### config.mk
export PLATFORM = sky130hd
export DESIGN_NAME = stc_status_trig_adj
export DESIGN_NICKNAME = d
export VERILOG_FILES = /design/src/rtl/stc_pkg.sv /design/src/rtl/stc_status_trig_adj.sv
export SDC_FILE = /design/constraint.sdc
export NUM_CORES = 1
export LEC_CHECK = 0
export ABC_AREA = 1
export BUFFER_PORTS_ARGS = -buffer_cell sky130_fd_sc_hd__buf_2
export CORE_MARGIN = 3
export CORE_UTILIZATION = 45
export CTS_CLUSTER_SIZE = 25
export DETAILED_ROUTE_END_ITERATION = 12
export GPL_TIMING_DRIVEN = 0
export HOLD_SLACK_MARGIN = 0.03
export PLACE_DENSITY_LB_ADDON = 0.3
export REMOVE_ABC_BUFFERS = 1
export SLEW_MARGIN = 10
export SYNTH_ARGS = -nofsm -noshare
export SYNTH_HDL_FRONTEND = slang
export SYNTH_SLANG_ARGS = --single-unit
### constraint.sdc
create_clock -name clk_sys -period 2.75 [get_ports clk_sys]
set_input_delay 0.4125 -clock clk_sys [delete_from_list [all_inputs] [get_ports clk_sys]]
set_output_delay 0.4125 -clock clk_sys [all_outputs]
set_load 0.02 [all_outputs]
### src/rtl/stc_pkg.sv
package stc_pkg;
   // Register byte offsets
   localparam logic [7:0] A_CMD = 8'h00;
   localparam logic [7:0] A_STB = 8'h04;
   localparam logic [7:0] A_REPLY = 8'h08;
   localparam logic [7:0] A_SRE = 8'h0C;
   localparam logic [7:0] A_EN0 = 8'h10;
   localparam logic [7:0] A_EV0 = 8'h20;
   localparam logic [7:0] A_TRIGLEN = 8'h30;
   localparam logic [7:0] A_ANALOG = 8'h34;
   localparam logic [7:0] A_CDYN = 8'h38;
   localparam logic [7:0] A_CAL = 8'h3C;
   localparam logic [7:0] A_ERR = 8'h40;
   // Command opcodes in CMD[3:0]
   localparam logic [3:0] OP_STBQ = 4'h1;
   localparam logic [3:0] OP_SPOLL = 4'h2;
   localparam logic [3:0] OP_CLS = 4'h3;
   localparam logic [3:0] OP_TRG = 4'h4;
   localparam logic [3:0] OP_TST = 4'h5;
   localparam logic [3:0] OP_WAI = 4'h6;
   localparam logic [3:0] OP_ADJ_STEP = 4'h7;
   localparam logic [3:0] OP_ADJ_VAL = 4'h8;
   localparam logic [3:0] OP_ADJ_EXIT = 4'h9;
   // Event register index (0 standard, 1..3 A..C)
   localparam int EV_STD = 0;
   localparam int EV_C = 3;
   // Status byte positions
   localparam int STB_MAV = 4;
   localparam int STB_RQS = 6;
   // Standard event bits
   localparam int ESR_EXE = 4;
   localparam int ESR_CME = 5;
   // Event register C: self-test failure bit
   localparam int ERC_SELFTEST_FAIL_FLAG = 0;
   // Error numbers
   localparam logic [7:0] ERR_NOT_CAL = 8'h5B;
   localparam logic [7:0] ERR_CAL_INT = 8'h42;
   // External input switching modes
   localparam logic [1:0] AIN_OFF = 2'h0;
   localparam logic [1:0] AIN_ON = 2'h1;
   localparam logic [1:0] AIN_SEQ = 2'h2;
   // Calibration operating points
   localparam logic [1:0] PT_NONE = 2'h0;
   localparam logic [1:0] PT_OFFSET = 2'h1;
   localparam logic [1:0] PT_FULL = 2'h2;
   localparam logic [15:0] CAL_DEFAULT = 16'h8000;
   // AXI responses
   localparam logic [1:0] RESP_OK = 2'h0;
   localparam logic [1:0] RESP_SLVERR = 2'h2;
   typedef enum logic {CAL_IDLE, CAL_WAIT} stc_cal_t;
endpackage

### src/rtl/stc_status_trig_adj.sv
// Decided for this implementation: the AXI4-Lite interface to the registers and the register addresses.
`timescale 1ns/1ns
module stc_status_trig_adj (
   input wire logic clk_sys,
   input wire logic rst_n,
   input wire logic [7:0] s_axi_awaddr,
   input wire logic s_axi_awvalid,
   output logic s_axi_awready,
   input wire logic [31:0] s_axi_wdata,
   input wire logic [3:0] s_axi_wstrb,
   input wire logic s_axi_wvalid,
   output logic s_axi_wready,
   output logic [1:0] s_axi_bresp,
   output logic s_axi_bvalid,
   input wire logic s_axi_bready,
   input wire logic [7:0] s_axi_araddr,
   input wire logic s_axi_arvalid,
   output logic s_axi_arready,
   output logic [31:0] s_axi_rdata,
   output logic [1:0] s_axi_rresp,
   output logic s_axi_rvalid,
   input wire logic s_axi_rready,
   input wire logic [7:0] ev_std_set,
   input wire logic [7:0] ev_a_set,
   input wire logic [7:0] ev_b_set,
   input wire logic [7:0] ev_c_set,
   input wire logic obuf_pending,
   input wire logic pset_active,
   input wire logic sequence_function_parameter,
   input wire logic [15:0] clock_date,
   input wire logic nv_cal_valid,
   input wire logic [15:0] nv_cal_date,
   input wire logic [3:0][15:0] nv_cal_param,
   output logic srq_r,
   output logic trig_exec_r,
   output logic [1:0] cal_point_r,
   output logic [1:0] cal_quantity_r,
   output logic [3:0][15:0] cal_param_r,
   output logic [15:0] cal_date_r,
   output logic nv_store_r,
   output logic uncalibrated_indication,
   output logic uext_en_r,
   output logic iext_en_r,
   output logic current_regulator_dynamics
);
   import stc_pkg::*;

   logic aw_rdy_r, b_vld_r, ar_rdy_r, r_vld_r;
   logic [1:0] bresp_r, rresp_r;
   logic [31:0] rdata_r;
   logic [7:0] ev_r [4];
   logic [7:0] en_r [4];
   logic [7:0] ev_set [4];
   logic [7:0] sre_r, reply_r, trig_len_r, err0_r, err1_r;
   logic reply_vld_r, rqs_r, mss_q_r, cal_valid_r, restore_r;
   logic [1:0] u_mode_r, i_mode_r, cal_next_r;
   logic sequence_controlled_switch_r;
   logic [3:0][15:0] cal_new_r;
   stc_cal_t cal_st_r;
   logic wr_hs, rd_hs, cmd_we, mav, mss, seq_on, cal_ok;
   logic [3:0] op;
   logic [1:0] arg_step;
   logic [7:0] stb;
   logic [3:0] sum;
   logic [31:0] rd_val;
   logic rd_err;

   assign s_axi_awready = aw_rdy_r;
   assign s_axi_wready = aw_rdy_r;
   assign s_axi_bvalid = b_vld_r;
   assign s_axi_bresp = bresp_r;
   assign s_axi_arready = ar_rdy_r;
   assign s_axi_rvalid = r_vld_r;
   assign s_axi_rdata = rdata_r;
   assign s_axi_rresp = rresp_r;

   // Bus handshakes and command decode
   assign wr_hs = aw_rdy_r & s_axi_awvalid & s_axi_wvalid;
   assign rd_hs = ar_rdy_r & s_axi_arvalid;
   assign cmd_we = wr_hs & s_axi_wstrb[0] & (s_axi_awaddr == A_CMD);
   assign op = cmd_we ? s_axi_wdata[3:0] : 4'h0;
   assign arg_step = s_axi_wdata[5:4];
   assign ev_set[0] = ev_std_set;
   assign ev_set[1] = ev_a_set;
   assign ev_set[2] = ev_b_set;
   assign ev_set[3] = ev_c_set;

   // Status byte assembly
   assign mav = reply_vld_r | obuf_pending;
   assign sum[0] = |(ev_r[EV_STD] & en_r[EV_STD]);
   assign sum[1] = |(ev_r[1] & en_r[1]);
   assign sum[2] = |(ev_r[2] & en_r[2]);
   assign sum[3] = |(ev_r[EV_C] & en_r[EV_C]);
   assign stb[5:0] = {sum[0], mav, sum[3], sum[2], sum[1], 1'b0};
   assign mss = |(stb[5:0] & sre_r[5:0]);
   assign stb[7:6] = {1'b0, mss};

   // Calibration value is good when nonzero
   assign cal_ok = (s_axi_wdata[31:16] != 16'h0000);
   // Sequence source: function parameter or switch command
   assign seq_on = sequence_function_parameter |
                   sequence_controlled_switch_r;

   // Write channel: both address and data taken together
   always_ff @(posedge clk_sys or negedge rst_n) begin
      if (!rst_n) begin
         aw_rdy_r <= 1'b0;
         b_vld_r <= 1'b0;
         bresp_r <= RESP_OK;
      end else begin
         aw_rdy_r <= s_axi_awvalid & s_axi_wvalid & ~aw_rdy_r & ~b_vld_r;
         if (wr_hs) begin
            b_vld_r <= 1'b1;
            bresp_r <= (s_axi_awaddr > A_ERR || s_axi_awaddr[1:0] != 2'h0)
                       ? RESP_SLVERR : RESP_OK;
         end else if (s_axi_bready) begin
            b_vld_r <= 1'b0;
         end
      end
   end

   // Read decode
   always_comb begin
      rd_val = 32'h0000_0000;
      rd_err = 1'b0;
      if (s_axi_araddr == A_STB) begin
         rd_val[7:0] = stb;
      end else if (s_axi_araddr == A_REPLY) begin
         rd_val[8:0] = {reply_vld_r, reply_r};
      end else if (s_axi_araddr == A_SRE) begin
         rd_val[7:0] = sre_r;
      end else if (s_axi_araddr[7:4] == A_EN0[7:4] &&
                   s_axi_araddr[1:0] == 2'h0) begin
         rd_val[7:0] = en_r[s_axi_araddr[3:2]];
      end else if (s_axi_araddr[7:4] == A_EV0[7:4] &&
                   s_axi_araddr[1:0] == 2'h0) begin
         rd_val[7:0] = ev_r[s_axi_araddr[3:2]];
      end else if (s_axi_araddr == A_TRIGLEN) begin
         rd_val[7:0] = trig_len_r;
      end else if (s_axi_araddr == A_ANALOG) begin
         rd_val[9:0] = {iext_en_r, uext_en_r, 3'h0,
                        sequence_controlled_switch_r,
                        i_mode_r, u_mode_r};
      end else if (s_axi_araddr == A_CDYN) begin
         rd_val[0] = current_regulator_dynamics;
      end else if (s_axi_araddr == A_CAL) begin
         rd_val = {cal_date_r, 11'h000, cal_st_r == CAL_WAIT,
                   cal_next_r, 1'b0, cal_valid_r};
      end else if (s_axi_araddr == A_ERR) begin
         rd_val[15:0] = {err1_r, err0_r};
      end else if (s_axi_araddr != A_CMD) begin
         rd_err = 1'b1;
      end
   end

   // Read channel
   always_ff @(posedge clk_sys or negedge rst_n) begin
      if (!rst_n) begin
         ar_rdy_r <= 1'b0;
         r_vld_r <= 1'b0;
         rdata_r <= 32'h0000_0000;
         rresp_r <= RESP_OK;
      end else begin
         ar_rdy_r <= s_axi_arvalid & ~ar_rdy_r & ~r_vld_r;
         if (rd_hs) begin
            r_vld_r <= 1'b1;
            rdata_r <= rd_val;
            rresp_r <= rd_err ? RESP_SLVERR : RESP_OK;
         end else if (s_axi_rready) begin
            r_vld_r <= 1'b0;
         end
      end
   end

   // Event registers: set wins over read clear and clear-status
   genvar gi;
   generate
      for (gi = 0; gi < 4; gi++) begin : g_ev
         logic [7:0] own_set;
         logic clr;
         always_comb begin
            own_set = ev_set[gi];
            if (gi == EV_STD) begin
               own_set[ESR_EXE] = ev_set[gi][ESR_EXE] |
                  (op == OP_TRG && trig_len_r == 8'h00);
               own_set[ESR_CME] = ev_set[gi][ESR_CME] |
                  (op == OP_ADJ_STEP && (cal_st_r != CAL_IDLE ||
                   arg_step != cal_next_r)) |
                  (op == OP_ADJ_VAL && (cal_st_r != CAL_WAIT ||
                   arg_step != cal_next_r));
            end
            if (gi == EV_C) begin
               own_set[ERC_SELFTEST_FAIL_FLAG] =
                  ev_set[gi][ERC_SELFTEST_FAIL_FLAG] |
                  (op == OP_TST && !cal_valid_r);
            end
         end
         assign clr = (op == OP_CLS) ||
            (rd_hs && s_axi_araddr == A_EV0 + 8'(4 * gi));
         always_ff @(posedge clk_sys or negedge rst_n) begin
            if (!rst_n) begin
               ev_r[gi] <= 8'h00;
            end else begin
               ev_r[gi] <= (clr ? 8'h00 : ev_r[gi]) | own_set;
            end
         end
         // Enable registers written over the bus
         always_ff @(posedge clk_sys or negedge rst_n) begin
            if (!rst_n) begin
               en_r[gi] <= 8'h00;
            end else if (wr_hs && s_axi_wstrb[0] &&
                         s_axi_awaddr == A_EN0 + 8'(4 * gi)) begin
               en_r[gi] <= s_axi_wdata[7:0];
            end
         end
      end
   endgenerate

   // Service request: set on MSS rise, cleared by poll or clear-status
   always_ff @(posedge clk_sys or negedge rst_n) begin
      if (!rst_n) begin
         rqs_r <= 1'b0;
         mss_q_r <= 1'b0;
         srq_r <= 1'b0;
      end else begin
         mss_q_r <= mss;
         if (mss && !mss_q_r) begin
            rqs_r <= 1'b1;
         end else if (op == OP_SPOLL || op == OP_CLS) begin
            rqs_r <= 1'b0;
         end
         srq_r <= rqs_r;
      end
   end

   // Reply word; a bus read of it empties it
   always_ff @(posedge clk_sys or negedge rst_n) begin
      if (!rst_n) begin
         reply_r <= 8'h00;
         reply_vld_r <= 1'b0;
      end else if (op == OP_STBQ) begin
         reply_r <= {1'b0, mss, stb[5], 1'b1, stb[3:0]};
         reply_vld_r <= 1'b1;
      end else if (op == OP_SPOLL) begin
         reply_r <= {1'b0, rqs_r, stb[5:0]};
         reply_vld_r <= 1'b1;
      end else if (op == OP_TST) begin
         reply_r <= {7'h00, ~cal_valid_r};
         reply_vld_r <= 1'b1;
      end else if (rd_hs && s_axi_araddr == A_REPLY) begin
         reply_vld_r <= 1'b0;
      end
   end

   // Error list, newest first
   always_ff @(posedge clk_sys or negedge rst_n) begin
      if (!rst_n) begin
         err0_r <= 8'h00;
         err1_r <= 8'h00;
      end else if (op == OP_TST && !cal_valid_r) begin
         err0_r <= ERR_CAL_INT;
         err1_r <= ERR_NOT_CAL;
      end else if ((op == OP_ADJ_EXIT && cal_st_r == CAL_WAIT) ||
                   (op == OP_ADJ_VAL && cal_st_r == CAL_WAIT &&
                    arg_step == cal_next_r && !cal_ok)) begin
         err0_r <= ERR_NOT_CAL;
         err1_r <= err0_r;
      end else if (op == OP_CLS) begin
         err0_r <= 8'h00;
         err1_r <= 8'h00;
      end
   end

   // Trigger: pulse the stored list runner when the list length is nonzero, list length untouched
   always_ff @(posedge clk_sys or negedge rst_n) begin
      if (!rst_n) begin
         trig_exec_r <= 1'b0;
         trig_len_r <= 8'h00;
      end else begin
         trig_exec_r <= (op == OP_TRG) && trig_len_r != 8'h00;
         if (wr_hs && s_axi_wstrb[0] && s_axi_awaddr == A_TRIGLEN) begin
            trig_len_r <= s_axi_wdata[7:0];
         end
      end
   end

   // Configuration registers; wait-to-continue needs no logic
   always_ff @(posedge clk_sys or negedge rst_n) begin
      if (!rst_n) begin
         sre_r <= 8'h00;
         u_mode_r <= AIN_OFF;
         i_mode_r <= AIN_OFF;
         sequence_controlled_switch_r <= 1'b0;
         current_regulator_dynamics <= 1'b0;
      end else if (wr_hs && s_axi_wstrb[0]) begin
         if (s_axi_awaddr == A_SRE) begin
            sre_r <= s_axi_wdata[7:0];
         end else if (s_axi_awaddr == A_ANALOG) begin
            u_mode_r <= s_axi_wdata[1:0];
            i_mode_r <= s_axi_wdata[3:2];
            sequence_controlled_switch_r <= s_axi_wdata[4];
         end else if (s_axi_awaddr == A_CDYN) begin
            current_regulator_dynamics <= s_axi_wdata[0];
         end
      end
   end

   // External control input switching
   always_ff @(posedge clk_sys or negedge rst_n) begin
      if (!rst_n) begin
         uext_en_r <= 1'b0;
         iext_en_r <= 1'b0;
      end else begin
         uext_en_r <= !pset_active && (u_mode_r == AIN_ON ||
                      (u_mode_r == AIN_SEQ && seq_on));
         iext_en_r <= !pset_active && (i_mode_r == AIN_ON ||
                      (i_mode_r == AIN_SEQ && seq_on));
      end
   end

   // Calibration sequence and power-on restore
   always_ff @(posedge clk_sys or negedge rst_n) begin
      if (!rst_n) begin
         cal_st_r <= CAL_IDLE;
         cal_next_r <= 2'h0;
         cal_point_r <= PT_NONE;
         cal_quantity_r <= 2'h0;
         cal_new_r <= '0;
         cal_param_r <= {4{CAL_DEFAULT}};
         cal_date_r <= 16'h0000;
         cal_valid_r <= 1'b0;
         uncalibrated_indication <= 1'b1;
         restore_r <= 1'b1;
         nv_store_r <= 1'b0;
      end else begin
         nv_store_r <= 1'b0;
         if (restore_r) begin
            restore_r <= 1'b0;
            cal_valid_r <= nv_cal_valid;
            uncalibrated_indication <= ~nv_cal_valid;
            cal_date_r <= nv_cal_date;
            cal_param_r <= nv_cal_valid ? nv_cal_param
                                        : {4{CAL_DEFAULT}};
         end else if (op == OP_ADJ_EXIT && cal_st_r == CAL_WAIT) begin
            cal_st_r <= CAL_IDLE;
            cal_next_r <= 2'h0;
            cal_point_r <= PT_NONE;
            cal_valid_r <= 1'b0;
            uncalibrated_indication <= 1'b1;
            cal_param_r <= {4{CAL_DEFAULT}};
         end else if (op == OP_ADJ_STEP && cal_st_r == CAL_IDLE &&
                      arg_step == cal_next_r) begin
            cal_st_r <= CAL_WAIT;
            cal_quantity_r <= arg_step;
            cal_point_r <= arg_step[0] ? PT_FULL : PT_OFFSET;
         end else if (op == OP_ADJ_VAL && cal_st_r == CAL_WAIT &&
                      arg_step == cal_next_r) begin
            cal_st_r <= CAL_IDLE;
            cal_point_r <= PT_NONE;
            if (!cal_ok) begin
               cal_next_r <= 2'h0;
               cal_valid_r <= 1'b0;
               uncalibrated_indication <= 1'b1;
               cal_param_r <= {4{CAL_DEFAULT}};
            end else if (cal_next_r == 2'h3) begin
               cal_next_r <= 2'h0;
               cal_param_r <= {s_axi_wdata[31:16], cal_new_r[2:0]};
               cal_date_r <= clock_date;
               cal_valid_r <= 1'b1;
               uncalibrated_indication <= 1'b0;
               nv_store_r <= 1'b1;
            end else begin
               cal_new_r[cal_next_r] <= s_axi_wdata[31:16];
               cal_next_r <= cal_next_r + 2'h1;
            end
         end
      end
   end

   a_stb_query_mav: assert property (@(posedge clk_sys) disable iff (!rst_n)
      op == OP_STBQ |=> reply_vld_r && reply_r[STB_MAV] && !reply_r[7])
      else $error("status reply lacks MAV");
   a_poll_rqs_clear: assert property (@(posedge clk_sys) disable iff (!rst_n)
      op == OP_SPOLL && !(mss && !mss_q_r) |=> !rqs_r
      && reply_r[STB_RQS] == $past(rqs_r))
      else $error("poll RQS wrong");
   a_mss_summary: assert property (@(posedge clk_sys) disable iff (!rst_n)
      (mss && !mss_q_r) |=> rqs_r)
      else $error("MSS did not raise request");
   a_trig_empty: assert property (@(posedge clk_sys) disable iff (!rst_n)
      op == OP_TRG && trig_len_r == 8'h00 |=> ev_r[EV_STD][ESR_EXE]
      && !trig_exec_r)
      else $error("empty trigger not flagged");
   a_trig_keep: assert property (@(posedge clk_sys) disable iff (!rst_n)
      op == OP_TRG |=> $stable(trig_len_r))
      else $error("trigger changed list");
   a_tst_fail: assert property (@(posedge clk_sys) disable iff (!rst_n)
      op == OP_TST && !cal_valid_r |=> reply_r == 8'h01
      && ev_r[EV_C][ERC_SELFTEST_FAIL_FLAG] && err1_r == ERR_NOT_CAL)
      else $error("self-test failure not reported");
   a_exit_uncalibrated_indication: assert property (@(posedge clk_sys) disable iff (!rst_n)
      op == OP_ADJ_EXIT && cal_st_r == CAL_WAIT && !restore_r |=>
      uncalibrated_indication && cal_param_r[0] == CAL_DEFAULT)
      else $error("exit left calibration valid");
   a_pset_block: assert property (@(posedge clk_sys) disable iff (!rst_n)
      pset_active |=> !uext_en_r && !iext_en_r)
      else $error("external input active with power setpoint");
   a_cls_clear: assert property (@(posedge clk_sys) disable iff (!rst_n)
      op == OP_CLS && ev_std_set == 8'h00 |=> ev_r[EV_STD] == 8'h00
      && err0_r == 8'h00)
      else $error("clear-status left events");
endmodule

After elaboration in Yosys (flattened, before gate mapping). Index checks and enable logic that the tools add are counted.

$add $sub $neg: 1. $lt $le $gt $ge: 4. Equality and inequality tests: 42. Multiplexer cells: 122. Bitwise gates (word level): 39. Reductions and logical operators: 78.

Operators with widths (count): 64-bit 2-to-1 mux (7); 16-bit 2-to-1 mux (18); 31-bit 2-to-1 mux (8); 8-bit 2-to-1 mux (21); 24-bit 2-to-1 mux (5); 8-bit by 6-bit equality test with 1-bit output (second input constant) (11); 64-bit bitwise mux (1); 1-bit 2-to-1 mux (43); 8-bit AND (4); 8-bit binary-select mux with 2-bit select (2); 16-bit demux with 2-bit select (1); 8-bit by 5-bit equality test with 1-bit output (second input constant) (4); 8-bit bitwise OR (4); 8-bit OR reduction (4); 1-bit logical AND (30); 8-bit by 4-bit equality test with 1-bit output (second input constant) (3); 23-bit 2-to-1 mux (1); 2-bit 2-to-1 mux (11); 22-bit 2-to-1 mux (1); 8-bit logical NOT (2); 16-bit nonzero test (1); 2-bit nonzero test (8); 8-bit nonzero test (2); 1-bit NOT (13); other kinds (36) (81).

Bits in registers: 312. Input port bits: 191. Output and inout port bits: 132. Word-level logic and storage cells: 334.

Longest topological paths before layout. Gate-level depths: netlist of the first run.

Depth after elaboration: 26. Gate-level depth with buffers: 14. Mapped depth without buffers: 14.

Worst setup path before layout of the first run. Ideal clock, no wire load.

Path type: reg2reg. From: register aw_rdy_r, in the netlist s_axi_awready. To: register cal_param_r[0] in the netlist's numbering. Setup time: 0.116 ns. Arrival: 1.805 ns. Data required time: 2.634 ns. Slack: 0.828 ns. Cell stages (with the launch flop): 12. Path buffers: 2. Clock period less this slack: 1.922 ns. Cell sequence: dfrtp_1 > nand3_1 > nor2_2 > nand4_1 > nor2_2 > nand2_1 > nand3_2 > nand2_2 > buf_4 > buf_2 > nand2_1 > nand2_1.

Word-level cells in the longest chain between the ends: 10. Elaborated cells on any way between the ends: 19. Classes of those cells: eq/ne (5); mux (3); bitwise (4); reduce/logical (7).

RTL lines: from (decl) (RTL line stc_status_trig_adj.sv:48) `logic aw_rdy_r, b_vld_r, ar_rdy_r, r_vld_r;`; from (signal assigned) (RTL line stc_status_trig_adj.sv:111) `aw_rdy_r <= s_axi_awvalid & s_axi_wvalid & ~aw_rdy_r & ~b_vld_r;`; 1-bit AND * (2 in a row) (RTL line stc_status_trig_adj.sv:78) `assign wr_hs = aw_rdy_r & s_axi_awvalid & s_axi_wvalid;`; 1-bit AND * (2 in a row) (RTL line stc_status_trig_adj.sv:80) `assign cmd_we = wr_hs & s_axi_wstrb[0] & (s_axi_awaddr == A_CMD);`; 4-bit 2-to-1 mux * (RTL line stc_status_trig_adj.sv:81) `assign op = cmd_we ? s_axi_wdata[3:0] : 4'h0;`; 4-bit by 3-bit equality test with 1-bit output / 4-bit equality test (equally long branches) (RTL line stc_status_trig_adj.sv:351, stc_status_trig_adj.sv:356); 1-bit logical AND (on tied branches) (2 in a row) (RTL line stc_status_trig_adj.sv:351, stc_status_trig_adj.sv:356); 3-bit inequality test (no source line) / 3-bit nonzero test (equally long branches); 3-bit AND reduction (no source line); to (signal assigned) (RTL line stc_status_trig_adj.sv:350) `cal_param_r <= {4{CAL_DEFAULT}};`; to (signal assigned) (RTL line stc_status_trig_adj.sv:364) `cal_param_r <= {4{CAL_DEFAULT}};`; to (signal assigned) (RTL line stc_status_trig_adj.sv:367) `cal_param_r <= {s_axi_wdata[31:16], cal_new_r[2:0]};`; to (decl) (RTL line stc_status_trig_adj.sv:38) `output logic [3:0][15:0] cal_param_r,`.

Every way passes the cells marked *; elsewhere a longest branch is shown, timed or not. A chain may end at the register's enable or synchronous reset.

Final worst setup path of the first run.
From: register aw_rdy_r, in the netlist s_axi_awready. To: register cal_date_r[2].

Word-level cells in the longest chain between the ends: 10. Elaborated cells on any way between the ends: 17. Classes of those cells: eq/ne (5); mux (1); bitwise (4); reduce/logical (7).

RTL lines: 1-bit AND * (2 in a row) (RTL line stc_status_trig_adj.sv:78); 1-bit AND * (2 in a row) (RTL line stc_status_trig_adj.sv:80); 4-bit 2-to-1 mux * (RTL line stc_status_trig_adj.sv:81); 4-bit by 3-bit equality test with 1-bit output / 4-bit equality test (equally long branches) (RTL line stc_status_trig_adj.sv:351, stc_status_trig_adj.sv:356); 1-bit logical AND (on tied branches) (2 in a row) (RTL line stc_status_trig_adj.sv:351, stc_status_trig_adj.sv:356); 2-bit inequality test (no source line) / 2-bit nonzero test (equally long branches); 5-bit AND reduction (no source line) *; to (signal assigned) (RTL line stc_status_trig_adj.sv:341) `cal_date_r <= nv_cal_date;`; to (signal assigned) (RTL line stc_status_trig_adj.sv:368) `cal_date_r <= clock_date;`; to (decl) (RTL line stc_status_trig_adj.sv:39) `output logic [15:0] cal_date_r,`.

Marks and branches as above.

==> results of run 1 <==
-- area by class of cell --
class | count | area share (%)
Multi-Input combinational cell | 1326 | 35.6
Tap cell | 384 | 2.88
Clock buffer | 50 | 5.44
Sequential cell | 277 | 41.6
Clock inverter | 8 | 0.578
Inverter | 99 | 2.43
Timing Repair Buffer | 334 | 11.4
Antenna cell | 3 | 0.0450
-- flip-flops by register name, indices dropped and copies added, names as in the netlist, 7 cells and up --
register / flops
cal_param_r: 64
cal_new_r: 48
en_r: 32
ev_r: 32
s_axi_rdata: 28
cal_date_r: 16
sre_r: 8
trig_len_r: 8
reply_r: 7
-- critical path, delay by kind of cell (launching register included) --
family | cells | cell delay [ps]
flops | 1 | 390
buf+inv | 1 | 110
simple gates | 10 | 1810
-- per-stage QoR --
stage / setup TNS (ps) / power, µW / util, % / instance area (µm²)
after floorplan: -115740 / 4930 / - / 13200
after global placement: -1437560 / 5460 / 51.9 / 15200
after detailed placement: -87110 / 5490 / 52.5 / 15400
after CTS: 0 / 9640 / 56.9 / 16600
after global routing: 0 / 9930 / 57.0 / 16700
final: 0 / 9550 / 57.0 / 16700
-- cells by family (layout without fill, tap and decap cells) --
| kind of cell | after synthesis | count (layout) | share of synthesized area, % |
|---|---|---|---|
| compound gates | 151 | 151 | 6.48 |
| simple gates | 1162 | 1164 | 36.0 |
| buf+inv | 183 | 491 | 5.98 |
| flops | 277 | 277 | 51.1 |
| other cells | 1 | 9 | 0.0276 |
| fa+ha+maj | 4 | 4 | 0.368 |
| mux | 1 | 1 | 0.0829 |
-- per-layer routing --
layer	track usage, %	wire [µm]	vias to the layer above
li1	-	-	6272
met1	34.6	18300	6191
met2	43.0	20200	556
met3	5.84	3730	99
met4	7.83	1280	12
met5	0	57	-
-- worst paths after layout --
path	startpoint	endpoint	depth (start not counted)
max in group asynchronous	rst_n	cal_param_r[47]	4
min reg2reg	rqs_r	srq_r	0
max	s_axi_awready	cal_date_r[2]	11
min in group asynchronous	rst_n	s_axi_bvalid	2
min	ev_c_set[4]	ev_r[4]	3
max reg2reg	s_axi_awready	cal_date_r[2]	11
-- power by group through the flow --
| stage | sequential, µW | clock, µW | combinational (µW) |
|---|---|---|---|
| 3_5_place_dp | 4400 | 0 | 1090 |
| 3_3_place_gp | 4400 | 0 | 1060 |
| 4_1_cts | 4330 | 4190 | 1120 |
| 2_1_floorplan | 4580 | 0 | 343 |
| 5_1_grt | 4350 | 4340 | 1230 |
| 6_report | 4330 | 4100 | 1120 |
-- cells in the final DEF (no fill, tap or decap), types with 7 or more instances in the layout --
cell / Yosys / layout
inv_1: 92 / 91
clkbuf_16: 0 / 31
nand4_1: 68 / 68
nor2_1: 79 / 79
clkbuf_1: 45 / 13
nand2_1: 843 / 840
a21oi_1: 18 / 18
dfrtp_1: 271 / 271
buf_2: 16 / 305
nand3_1: 123 / 123
nor2_2: 17 / 15
o21bai_1: 17 / 17
o21ai_0: 87 / 87
a22oi_1: 7 / 7
nor3_1: 9 / 9
dlygate4sd3_1: 0 / 21
-- repair_timing --
item                                    4_1_cts  5_1_grt
endpoints found under the setup margin       82       83
hold buffers                                 21        0
gates resized for setup                       8        3
setup buffers                                 0        1
cloned                                        1        1
pin swaps                                     0        2
endpoints found under the hold margin       108        0
==> flow_metrics.env, run 1 <==
export IMPL_drtAntennaViolNets=0
export IMPL_path_max_fanout=34
export IMPL_max_slew_margin_pct=34.4
export IMPL_ys_seq_area_share_pct=51.1
export IMPL_grt_max_degree=101
export IMPL_syn_inst=1779
export IMPL_skew_ps=14.3
export IMPL_fp_dieW_um=180
export IMPL_drv_slew=0
export IMPL_grt_pass1_vias=13000
export IMPL_drive_gt1_share_pct=19.9
export IMPL_p_per_area_nw_per_um2=572
export IMPL_cts_sinks=277
export IMPL_clockPowerShare_pct=42.9
export IMPL_synth_edf_count=0
export IMPL_clockBufferDepth=3
export IMPL_synth_top_area_share_pct=49.9
export IMPL_setup_viol=0
export IMPL_maxCapViolCount=0
export IMPL_avgSynthCellArea_um2=7.64
export IMPL_root_buffer="clkbuf_16"
export IMPL_row_count=62
export IMPL_cp_end_kind="register"
export IMPL_crit_path_max_incr_delay_ps=390
export IMPL_totalWireLength_mm=43.5
export IMPL_seqCellArea_um2=6940
export IMPL_yosys_area_top_type="dfrtp_1"
export IMPL_final_setup_worst_slack_ps=293
export IMPL_syn_area_um2=13600
export IMPL_hpwl_mm=29.5
export IMPL_multi_input_area_um2=5940
export IMPL_synth_common_cells="843 x nand2_1, 271 x dfrtp_1, 123 x nand3_1, 92 x inv_1, 87 x o21ai_0"
export IMPL_die_area_um2=32300
export IMPL_first_pass_iters=5
export IMPL_power_leakage_uw=0.00934
export IMPL_pre_cts_ws_ps=-1290
export IMPL_combPwrFrac_pct=11.7
export IMPL_sw_frac_of_total_pct=26.3
export IMPL_antenna_found_initial=9
export IMPL_num_io_pins=323
export IMPL_cp_start_kind="register"
export IMPL_drt_wirelength_per_cell_um=17.5
export IMPL_reg2reg_slack_ps=290
export IMPL_p_int_uw=7030
export IMPL_p_switching_uw=2510
export IMPL_gp_congestion=0.949
export IMPL_vdd_drop_max_mv=0.457
export IMPL_dr_first_iter_drc_count=1068
export IMPL_cts_max_level=1
export IMPL_place_inst=2396
export IMPL_arrival_ps=2910
export IMPL_insertion_delay_ps=560
export IMPL_numCtsBuffers=31
export IMPL_grt_overflow=0
export IMPL_async_flop_share_pct=100
export IMPL_hold_violations=0
export IMPL_synth_ff_type="dfrtp_1"
export IMPL_worst_pin_slew_ps=980
export IMPL_period_share_pct=89.3
export IMPL_yosysMostFrequentCell="nand2_1"
export IMPL_ys_types=44
export IMPL_holdWs_ps=56.2
export IMPL_cts_tree="built"
export IMPL_fillCellCount=2788
export IMPL_critical_path_required_ps=3200
export IMPL_seqPwrFrac_pct=45.4
export IMPL_status="finished, final reports clean"
export IMPL_path_clk_slew_ps=60
export IMPL_ys_ff_latch=277
export IMPL_hp_class="input pin to register"
export IMPL_port_buffers=306
export IMPL_grt_pass1_wl_mm=69.4
export IMPL_vias_per_cell=5.29
export IMPL_globalRouteTotalUtil_pct=26.1
export IMPL_grt_setup_unrepaired="no"
export IMPL_criticalPathCategory="register to register"
export IMPL_cp_slowest_cell="dfrtp_1"
export IMPL_synthToLayoutAreaGrowth_pct=22.8
export IMPL_coreArea_um2=29200
export IMPL_drc=0
export IMPL_num_vias=13100
export IMPL_die_y_um=180
export IMPL_post_route_min_period_ps=2460
export IMPL_nets=2264
export IMPL_fmax_mhz=407
export IMPL_path_cells="nand3_1, nor2_2, nand4_1, nor2_4, nand2_8, nand2_2, inv_1, nand2_4, nand2_4, nand2_1, nand2_1"
export IMPL_start_util_pct=46.5
export IMPL_instances_no_fill=2481
export IMPL_yosys_warnings=0
export IMPL_ys_top_cells_by_area="dfrtp_1 50%, nand2_1 23%, nand3_1 4.5%, o21ai_0 3.2%, nand4_1 3.1%"
No activity file was read; power rests on OpenSTA's default activity.
==> run 2, diff against run 1 <==
--- a/config.mk
+++ b/config.mk
@@ -6,11 +6,11 @@
 export NUM_CORES = 1
 export LEC_CHECK = 0
 export ABC_AREA = 1
-export BUFFER_PORTS_ARGS = -buffer_cell sky130_fd_sc_hd__buf_2
 export CORE_MARGIN = 3
 export CORE_UTILIZATION = 45
 export CTS_CLUSTER_SIZE = 25
 export DETAILED_ROUTE_END_ITERATION = 12
+export DONT_BUFFER_PORTS = 1
 export GPL_TIMING_DRIVEN = 0
 export HOLD_SLACK_MARGIN = 0.03
 export PLACE_DENSITY_LB_ADDON = 0.3
==> flow_metrics.env, run 2 (synthesis results as in run 1) <==
export IMPL_postCtsHoldBufs=55
export IMPL_top_regs="cal_param_r x64, cal_new_r x48"
export IMPL_cp_buffers_inverters=1
export IMPL_totalWireLength_mm=42.5
export IMPL_first_pass_iters=6
export IMPL_cts_max_level=1
export IMPL_finalSetupTns_ps=0
export IMPL_holdWs_ps=-439
export IMPL_p_per_area_nw_per_um2=612
export IMPL_clockBufferDepth=3
export IMPL_cts_tree="built"
export IMPL_antennaDiodeCount=0
export IMPL_insertion_delay_ps=560
export IMPL_mostFrequentLayoutCells="840 x nand2_1, 270 x dfrtp_1, 123 x nand3_1, 91 x inv_1, 87 x o21ai_0"
export IMPL_die_area_um2=32300
export IMPL_drt_wirelength_per_cell_um=19.3
export IMPL_globalRouteTotalUtil_pct=25.5
export IMPL_drive_gt1_share_pct=6.33
export IMPL_cp_end_kind="register"
export IMPL_cp_slowest_cell="dfrtp_2"
export IMPL_maxCapViolCount=0
export IMPL_path_cells="nand3_1, nor2_4, nand4_1, nor2_4, nand2_8, nand2_2, inv_1, nand2_8, nand2_4, nand2_1, nand2_1"
export IMPL_drc=0
export IMPL_fmax_mhz=397
export IMPL_die_y_um=180
export IMPL_row_count=62
export IMPL_grt_pass1_vias=12200
export IMPL_largest_reg_flops=64
export IMPL_post_route_min_period_ps=2520
export IMPL_grt_setup_unrepaired="no"
export IMPL_num_vias=12200
export IMPL_setup_viol=0
export IMPL_power_leakage_uw=0.00814
export IMPL_path_max_fanout=34
export IMPL_vias_per_cell=5.53
export IMPL_antenna_found_initial=1
export IMPL_crit_path_max_incr_delay_ps=510
export IMPL_seqCellArea_um2=6940
export IMPL_final_common_cell="nand2_1"
export IMPL_root_buffer="clkbuf_16"
export IMPL_arrival_ps=2960
export IMPL_top_register="cal_param_r"
export IMPL_drtAntennaViolNets=0
export IMPL_multi_input_area_um2=5950
export IMPL_num_io_pins=323
export IMPL_path_clk_slew_ps=60
export IMPL_hpwl_mm=27.7
export IMPL_critical_path_required_ps=3190
export IMPL_drv_slew=0
export IMPL_cts_sinks=277
export IMPL_fillCellCount=2764
export IMPL_status="complete, but fails checks"
export IMPL_period_share_pct=91.6
export IMPL_grt_overflow=0
export IMPL_cp_start_kind="register"
export IMPL_coreArea_um2=29200
export IMPL_start_util_pct=46.5
export IMPL_criticalPathCategory="register to register"
export IMPL_worst_pin_slew_ps=1030
export IMPL_dr_first_iter_drc_count=918
export IMPL_skew_ps=13.4
export IMPL_nets=1990
export IMPL_grt_max_degree=278
export IMPL_gp_congestion=0.923
export IMPL_numCtsBuffers=30
export IMPL_synthToLayoutAreaGrowth_pct=14.1
export IMPL_total_power_uw=9490
export IMPL_fp_dieW_um=180
export IMPL_hold_violations=271
export IMPL_vdd_drop_max_mv=0.477
export IMPL_violations="negative hold slack"
export IMPL_cpLargestDelayFamily="simple AND/OR/NAND/NOR gates"
export IMPL_max_slew_margin_pct=31.3
export IMPL_grt_pass1_wl_mm=67.5
export IMPL_hp_class="input pin to async pin"
export IMPL_port_buffers=0
run 2: final cells by class:
class	count	area share, %
clock inverters	14	1.35
flip-flops and latches	277	44.8
repair inverters	1	0.105
multi-input cells	1326	38.4
well taps	384	3.10
clock buffers	41	5.57
repair buffers	60	4.17
inverters	99	2.54
run 2: per-layer routing:
metal / vias to the layer above / track usage, % / part of all wire, %
met1: 5831 / 33.4 / 41
met3: 98 / 6.45 / 8.7
met2: 522 / 42.1 / 47
met5: - / 0 / 0.031
li1: 5730 / - / -
met4: 2 / 7.58 / 3.2
run 2: what timing repair did:
| item | in CTS | in global routing |
|---|---|---|
| cloned | 3 | 0 |
| endpoints found under the hold margin | 364 | 277 |
| setup endpoints to repair | 121 | 81 |
| setup buffers | 0 | 1 |
| pin swaps | 2 | 1 |
| gates resized for setup | 13 | 2 |
run 2: through the flow:
step / instances / utilization (%) / cell area (µm²) / setup slack, ps
floorplan: 1700 / - / 13200 / -1170
global placement: 2084 / 46.7 / 13600 / -3040
detailed placement: 2088 / 47.1 / 13800 / -1410
CTS: 2201 / 52.9 / 15500 / 26.0
global route: 2202 / 53.0 / 15500 / 24.0
finish: 2202 / 53.0 / 15500 / 230
run 2: path summary, 6_finish.rpt:
path | end | slack, ps | startpoint | cells after the start
worst max-delay path | cal_date_r[5] | 230 | s_axi_awready | 11
worst min-delay path | cal_param_r[11] | -440 | rst_n | 0
worst max register to register | cal_date_r[5] | 230 | s_axi_awready | 11
worst min register to register | srq_r | 430 | rqs_r | 0
max in group asynchronous | s_axi_rdata[21] | 2340 | rst_n | 0
min in group clk_sys | cal_param_r[9] | 60 | nv_cal_param[9] | 4
run 2: power breakdown:
group          internal (µW)  leakage, µW  switching, µW
logic                    203      0.00404            362
clock network           2660     0.000515           1700
registers               4240      0.00359            323
total                   7100      0.00814           2390
